$ cat src/rtl/pmm_pkg.sv
package pmm_pkg;
   // ****************************************
   // Modes and states
   // ****************************************
   typedef enum logic [1:0] {
      PMM_RUN,
      PMM_IDLE,
      PMM_SLEEP,
      PMM_DEEP
   } pmm_mode_e;
   typedef enum logic [2:0] {
      PMM_S_RUN,
      PMM_S_IDLE,
      PMM_S_SUSPEND,
      PMM_S_DRAIN,
      PMM_S_SLEEP,
      PMM_S_DEEP
   } pmm_state_e;
   // ****************************************
   // Constants
   // ****************************************
   localparam int PMM_NPERIPH = 8;
   localparam int PMM_DRAIN_NS = 200;
   localparam int PMM_CLK_NS = 50;
   localparam int PMM_DRAIN_CYC = (PMM_DRAIN_NS + PMM_CLK_NS - 1) / PMM_CLK_NS;
   localparam logic [3:0] PMM_DRAIN_W = 4'h4;
   // ****************************************
   // Carriers
   // ****************************************
   typedef struct packed {
      logic valid;
      pmm_mode_e mode;
   } pmm_req_s;
   typedef struct packed {
      logic cpuClkEn;
      logic memGrant;
      logic sysClkEn;
      logic [PMM_NPERIPH-1:0] perClkEn;
      logic [PMM_NPERIPH-1:0] suspend;
   } pmm_gate_s;
endpackage : pmm_pkg

$ cat src/rtl/pmm_power_mode_manager.sv
module pmm_power_mode_manager #(
   parameter int NPERIPH = pmm_pkg::PMM_NPERIPH
) (
   input wire logic clk,
   input wire logic rst_n,
   input wire pmm_pkg::pmm_req_s modeReq,
   input wire logic [NPERIPH-1:0] periphEn,
   input wire logic [NPERIPH-1:0] sleepEn,
   input wire logic [NPERIPH-1:0] periphBusy,
   input wire logic [NPERIPH-1:0] periphIrq,
   input wire logic [NPERIPH-1:0] periphAck,
   input wire logic irqPending,
   input wire logic watchdogEvt,
   input wire logic nmiPin_n,
   input wire logic extWakePin,
   input wire logic memReq,
   output logic cpuClkEn,
   output logic memGrant,
   output logic sysClkEn,
   output logic [NPERIPH-1:0] perClkEn,
   output logic [NPERIPH-1:0] suspend,
   output pmm_pkg::pmm_mode_e curMode
);
   import pmm_pkg::*;

   // ****************************************
   // State
   // ****************************************
   typedef struct packed {
      pmm_state_e st;
      pmm_mode_e target;
      logic [3:0] cnt;
      logic [2:0] nmiSync;
      logic [1:0] extSync;
      logic cpuClkEn;
      logic memGrant;
      logic sysClkEn;
      logic [NPERIPH-1:0] perClkEn;
      logic [NPERIPH-1:0] suspend;
      pmm_mode_e mode;
   } pmm_state_s;

   pmm_state_s s_reg;
   pmm_state_s s_next;
   logic nmiFall;
   logic wakeIdle;
   logic wakeSleep;
   logic extWake;
   logic [NPERIPH-1:0] keep;

   // ****************************************
   // Wake decoding
   // ****************************************
   // Only nmiSync[2:1] are looked at; bit 0 is the first sync stage
   assign nmiFall = s_reg.nmiSync[2] & ~s_reg.nmiSync[1];
   assign extWake = s_reg.extSync[1];
   assign keep = periphEn & sleepEn;
   assign wakeIdle = irqPending | watchdogEvt | nmiFall;
   assign wakeSleep = (|(periphIrq & keep)) | watchdogEvt | nmiFall;

   always_comb begin
      s_next = s_reg;
      s_next.nmiSync = {s_reg.nmiSync[1:0], nmiPin_n};
      s_next.extSync = {s_reg.extSync[0], extWakePin};
      unique case (s_reg.st)
         PMM_S_RUN: begin
            if (modeReq.valid) begin
               unique case (modeReq.mode)
                  PMM_IDLE: s_next.st = PMM_S_IDLE;
                  PMM_SLEEP, PMM_DEEP: begin
                     s_next.st = PMM_S_SUSPEND;
                     s_next.target = modeReq.mode;
                  end
                  PMM_RUN: s_next.st = PMM_S_RUN;
               endcase
            end
         end
         PMM_S_IDLE: begin
            if (wakeIdle) begin
               s_next.st = PMM_S_RUN;
            end
         end
         PMM_S_SUSPEND: begin
            // Waits for peripherals to confirm they parked before clocks stop
            if (wakeSleep) begin
               s_next.st = PMM_S_RUN;
            end else if ((periphAck | keep) == {NPERIPH{1'b1}} ||
                         (periphAck & ~keep) == ~keep) begin
               s_next.st = PMM_S_DRAIN;
               s_next.cnt = PMM_DRAIN_W;
            end
         end
         PMM_S_DRAIN: begin
            if (wakeSleep) begin
               s_next.st = PMM_S_RUN;
            end else if (s_reg.cnt <= 4'h1) begin
               s_next.st = (s_reg.target == PMM_DEEP) ? PMM_S_DEEP : PMM_S_SLEEP;
            end else begin
               s_next.cnt = s_reg.cnt - 4'h1;
            end
         end
         PMM_S_SLEEP: begin
            if (wakeSleep) begin
               s_next.st = PMM_S_RUN;
            end
         end
         PMM_S_DEEP: begin
            if (extWake) begin
               s_next.st = PMM_S_RUN;
            end
         end
         default: s_next.st = PMM_S_RUN;
      endcase

      // ****************************************
      // Gating outputs, from next state
      // ****************************************
      // Auto gating: a unit is clocked only while enabled and busy or requesting
      unique case (s_next.st)
         PMM_S_RUN: begin
            s_next.mode = PMM_RUN;
            s_next.cpuClkEn = 1'b1;
            s_next.memGrant = memReq;
            s_next.sysClkEn = 1'b1;
            s_next.perClkEn = periphEn & (periphBusy | periphIrq);
            s_next.suspend = '0;
         end
         PMM_S_IDLE: begin
            s_next.mode = PMM_IDLE;
            s_next.cpuClkEn = 1'b0;
            s_next.memGrant = memReq;
            s_next.sysClkEn = 1'b1;
            s_next.perClkEn = periphEn & (periphBusy | periphIrq);
            s_next.suspend = '0;
         end
         PMM_S_SUSPEND, PMM_S_DRAIN: begin
            s_next.mode = PMM_RUN;
            s_next.cpuClkEn = 1'b1;
            s_next.memGrant = memReq;
            s_next.sysClkEn = 1'b1;
            s_next.perClkEn = periphEn & (periphBusy | periphIrq);
            s_next.suspend = ~keep;
         end
         PMM_S_SLEEP: begin
            s_next.mode = PMM_SLEEP;
            s_next.cpuClkEn = 1'b0;
            s_next.memGrant = 1'b0;
            s_next.sysClkEn = 1'b1;
            s_next.perClkEn = keep & (periphBusy | periphIrq);
            s_next.suspend = ~keep;
         end
         PMM_S_DEEP: begin
            s_next.mode = PMM_DEEP;
            s_next.cpuClkEn = 1'b0;
            s_next.memGrant = 1'b0;
            s_next.sysClkEn = 1'b0;
            s_next.perClkEn = '0;
            s_next.suspend = {NPERIPH{1'b1}};
         end
         default: begin
            s_next.mode = PMM_RUN;
            s_next.cpuClkEn = 1'b1;
            s_next.memGrant = 1'b0;
            s_next.sysClkEn = 1'b1;
            s_next.perClkEn = '0;
            s_next.suspend = '0;
         end
      endcase
   end

   always_ff @(posedge clk or negedge rst_n) begin
      if (!rst_n) begin
         // Reset returns to run with CPU and system clocks on; peripheral clocks gated off, none suspended
         s_reg.st <= PMM_S_RUN;
         s_reg.target <= PMM_RUN;
         s_reg.cnt <= 4'h0;
         s_reg.nmiSync <= 3'h7;
         s_reg.extSync <= 2'h0;
         s_reg.cpuClkEn <= 1'b1;
         s_reg.memGrant <= 1'b0;
         s_reg.sysClkEn <= 1'b1;
         s_reg.perClkEn <= '0;
         s_reg.suspend <= '0;
         s_reg.mode <= PMM_RUN;
      end else begin
         s_reg <= s_next;
      end
   end

   assign cpuClkEn = s_reg.cpuClkEn;
   assign memGrant = s_reg.memGrant;
   assign sysClkEn = s_reg.sysClkEn;
   assign perClkEn = s_reg.perClkEn;
   assign suspend = s_reg.suspend;
   assign curMode = s_reg.mode;
endmodule : pmm_power_mode_manager

$ cat config.mk
export PLATFORM = sky130hd
export DESIGN_NAME = pmm_power_mode_manager
export DESIGN_NICKNAME = d
export VERILOG_FILES = /design/src/rtl/pmm_pkg.sv /design/src/rtl/pmm_power_mode_manager.sv
export SDC_FILE = /design/constraint.sdc
export NUM_CORES = 1
export LEC_CHECK = 0
export BUFFER_PORTS_ARGS = -buffer_cell sky130_fd_sc_hd__buf_4
export CAP_MARGIN = 40
export CORE_ASPECT_RATIO = 0.5
export CORE_MARGIN = 2
export CORE_UTILIZATION = 44
export CTS_BUF_LIST = sky130_fd_sc_hd__clkbuf_2
export CTS_CLUSTER_SIZE = 12
export DETAILED_ROUTE_END_ITERATION = 8
export PLACE_DENSITY = 0.79
export SYNTH_ARGS = -nofsm -noshare
export SYNTH_HDL_FRONTEND = slang
export SYNTH_SLANG_ARGS = --single-unit
export TNS_END_PERCENT = 30
$ cat constraint.sdc
create_clock -name clk -period 2.15 [get_ports clk]
set_input_delay 0.1075 -clock clk [delete_from_list [all_inputs] [get_ports clk]]
set_output_delay 0.1075 -clock clk [all_outputs]
set_load 0.01 [all_outputs]
==> impl_metrics.csv <==
group,metric,value,unit
status,status,"completed",
worst_hold_path,min_path_type,"in -> reg",
sta,holdWs,2.81,ps
yosys,synth_area_per_cell,10.3,µm²
worst_hold_path,min-delay-start,"periphBusy[4]",
pwr,power.internal,1.07,mW
setup_path,worstSetupStartpointType,"flop",
yosys,yosys_warnings,0,
sta,fin_setup_tns,0,ps
clock_tree,clock_sink_count,35,
pwr,comb_power_share,31.3,%
setup_path,worst_r2r_endpoint,"s_reg[29]",
global_routing,grt_pass1_wl,6980,µm
setup_path,required,2460,ps
setup_path,reg2regPathDepth,7,
final_layout,nFillCells,242,
detailed_routing,drt-pass1-iter-count,4,
sta,rsz0062_at_grt,"true",
detailed_routing,drc,0,
clock_tree,worst_setup_hold_path_clk_slew,190,ps
sta,skew,18.3,ps
final_layout,synthToLayoutAreaGrowth,50.6,%
sta,period_minus_slack,2120,ps
pwr,power_frac_clock,18.9,%
placement,globalplace.congestion,0.879,
setup_path,slowest_delay,490,ps
sta,finalHoldViolations,0,
die,fp.coreArea,0.00351,mm²
setup_path,worstPathMaxFanout,7,
setup_path,slowest_stage,"sky130_fd_sc_hd__or4_4",
detailed_routing,avg_wl_per_cell,15.2,µm
setup_path,path_delay_family,"simple AND/OR/NAND/NOR gates",
final_layout,layout.cells.non_filler,301,
pwr,cellPowerDensity,632,mW/mm²
sta,max_slew.worst_pin.slew,499,ps
final_layout,cell_area_after_layout,0.00249,mm²
final_layout,seqCellArea,882,µm²
die,die-area,0.00429,mm²
final_layout,final_common_cell,"sky130_fd_sc_hd__buf_4",
global_routing,grt_usage,21.7,%
yosys,synth_cell_type_count,33,
sta,slew_headroom,66.4,%
sta,timing.final.setup_violations,0,
worst_hold_path,hold_path_depth,3,
detailed_routing,avgViaCountPerCell,5.25,
die,start_util,47.0,%
clock_tree,cts.htree.levels,2,
clock_tree,clkLatencyLatePin,380,ps
final_layout,antenna_cells_inserted,0,
setup_path,timing.setup.critical_path_class,"reg -> reg",
final_layout,max_ffs_per_register,10,
die,dieHeight,47.3,µm
detailed_routing,totalWireLength,4580,µm
final_layout,most-common-layout-cells,"76 x sky130_fd_sc_hd__buf_4, 30 x sky130_fd_sc_hd__dfrtp_1, 25 x sky130_fd_sc_hd__dlygate4sd3_1, 18 x sky130_fd_sc_hd__a21oi_1, 11 x sky130_fd_sc_hd__a31oi_1",
global_routing,grt_antenna_before_repair,0,
sta,achievable-frequency,0.471,GHz
clock_tree,cts_made_buffers,5,
detailed_routing,vias,1580,
setup_path,timing.critical_path.arrival,2430,ps
yosys,ys_ff_latch,35,
pwr,power_switching,0.506,mW
pwr,worst_ir_drop_vdd,314,µV
die,die_width,90.6,µm
yosys,synth_area,0.00165,mm²
placement,post_placement_cell_count,265,
global_routing,grt_pass1_vias,1509,
placement,port_buffers,70,
clock_tree,clk_path_buf_depth,2,
final_layout,design.final.nets,301,
pwr,netSwitchingFraction,32.2,%
worst_hold_path,hold-path-endpoint,"perClkEn[4]",
placement,dp_hpwl,3010,µm
setup_path,setup.reg_to_reg.worst_slack,30,ps
detailed_routing,iter_0_drt_violations,109,
setup_path,worst_r2r_startpoint,"s_reg[26]",
job,drv.max_cap_violation_count,0,
yosys,syn_nets,213,
setup_path,path_cells,"inv_2 > ha_4 > or2_4 > a31o_2 > o21a_2 > or4_4 > a21oi_2",
final_layout,final_layout_size_suffix_gt1_share,42.4,%
pwr,power.leakage,1.18,nW
global_routing,grt_overflow_total,0,
die,design.portCount,71,
sta,timing.final.max_slew_violations,0,
die,fp-row-count,15,
yosys,gate_count_of_the_mapped_netlist,161,
detailed_routing,antenna_violating_nets_post_route,0,
placement,dpl_cell_area,0.00212,mm²
clock_tree,clockRootBuffer,"sky130_fd_sc_hd__clkbuf_2",
clock_tree,tritoncts,"done",
global_routing,grt_start_max_net_pins,36,
sta,final_min_period_over_clock_period,98.7,%
setup_path,critPathCaptureType,"flop",
final_layout,multiInputGateArea,659,µm²
yosys,synth_sequential_area_ratio,53.4,%
setup_path,timing.critical_path.buf_inv,1,
pwr,pwr-share-seq,49.7,%
power groups by stage:
stage / clock network [mW] / logic, mW / registers [mW]
floorplan: 0 / 0.207 / 0.775
global placement: 0 / 0.341 / 0.781
detailed placement: 0 / 0.356 / 0.786
CTS: 0.294 / 0.419 / 0.776
global route: 0.325 / 0.543 / 0.790
finish: 0.298 / 0.493 / 0.781
synth_stat cells:
cell	count	area, µm²
sky130_fd_sc_hd__nand2b_1	2	12.5
sky130_fd_sc_hd__nor2_1	9	33.8
sky130_fd_sc_hd__nand3b_1	1	7.51
sky130_fd_sc_hd__nor4b_2	1	15.0
sky130_fd_sc_hd__inv_1	6	22.5
sky130_fd_sc_hd__a211oi_2	1	12.5
sky130_fd_sc_hd__a31oi_1	12	75.1
sky130_fd_sc_hd__dfstp_2	5	131
sky130_fd_sc_hd__o31ai_1	2	15.0
sky130_fd_sc_hd__or4_1	3	22.5
sky130_fd_sc_hd__and3_1	4	25.0
sky130_fd_sc_hd__buf_4	18	135
sky130_fd_sc_hd__a211oi_1	1	7.51
sky130_fd_sc_hd__dfrtp_1	30	751
sky130_fd_sc_hd__nor4_1	1	6.26
sky130_fd_sc_hd__a21oi_1	19	95.1
sky130_fd_sc_hd__nor4bb_1	1	10.0
sky130_fd_sc_hd__o21bai_1	2	15.0
sky130_fd_sc_hd__nand3_1	4	20.0
sky130_fd_sc_hd__o21a_1	2	15.0
sky130_fd_sc_hd__nor4b_1	2	17.5
sky130_fd_sc_hd__nor3_1	2	10.0
sky130_fd_sc_hd__o21ai_0	10	50.1
sky130_fd_sc_hd__clkbuf_1	2	7.51
sky130_fd_sc_hd__and3b_1	2	17.5
sky130_fd_sc_hd__ha_1	2	25.0
sky130_fd_sc_hd__a31o_2	1	8.76
sky130_fd_sc_hd__nand2_1	11	41.3
sky130_fd_sc_hd__a311oi_1	1	8.76
sky130_fd_sc_hd__or3_1	1	6.26
sky130_fd_sc_hd__or2_2	1	6.26
sky130_fd_sc_hd__mux2_2	1	11.3
sky130_fd_sc_hd__nand4_2	1	12.5
through the flow:
step                      setup WS (ps)  util [%]  power [mW]
after global placement             48.9      60.4        1.12
after detailed placement          -99.5      60.4        1.14
final                              27.9      70.8        1.57
after global routing              -55.1      70.8        1.66
after floorplan                     127         -       0.982
after CTS                          2.75      69.2        1.49
cells by family after synthesis:
| kind of cell | Yosys count | synth area share (%) |
|---|---|---|
| AO/OA/AOI/OAI | 51 | 18.3 |
| AND/OR/NAND/NOR | 46 | 16.0 |
| flip-flops | 35 | 53.4 |
| buffers and inverters | 26 | 10.0 |
| adder cells (fa/ha/maj) | 2 | 1.52 |
| multiplexers | 1 | 0.682 |
what timing repair did:
action	4_1_cts	5_1_grt
hold endpoints to repair	56	0
setup buffers	1	2
hold buffers	25	0
resized for setup	6	11
setup endpoints to repair	11	12
pin swaps	3	4
layout make-up:
class	count	area share [%]
tap	51	2.57
clock inverter	2	0.302
sequential	35	35.5
inverter	6	0.906
timing repair buffer	101	33.0
clock buffer	6	1.21
multi-input combinational	100	26.5
layer usage:
| layer | track usage [%] | wire (µm) | part of all wire, % |
|---|---|---|---|
| met1 | 26.7 | 1800 | 39 |
| met2 | 38.4 | 2360 | 51 |
| met3 | 5.94 | 336 | 7.3 |
| met4 | 8.92 | 88 | 1.9 |
| met5 | 0 | 0 | 0 |
worst max path at each step:
stage	cells past startpoint	slack, ps	start	endpoint
floorplan	8	130	s_reg[26]	s_reg[29]
global placement	8	50	s_reg[26]	s_reg[29]
detailed placement	8	-100	s_reg[26]	s_reg[29]
CTS	7	3	s_reg[26]	s_reg[29]
global route	8	-60	s_reg[26]	s_reg[26]
finish	7	30	s_reg[26]	s_reg[29]
worst reg2reg max path: stages (launching register included):
cell and delay (ps):
sky130_fd_sc_hd__dfrtp_1 440, sky130_fd_sc_hd__inv_2 80, sky130_fd_sc_hd__ha_4 160, sky130_fd_sc_hd__or2_4 240, sky130_fd_sc_hd__a31o_2 250, sky130_fd_sc_hd__o21a_2 240, sky130_fd_sc_hd__or4_4 490, sky130_fd_sc_hd__a21oi_2 160
Note: power is estimated with default switching activity, not from simulation.
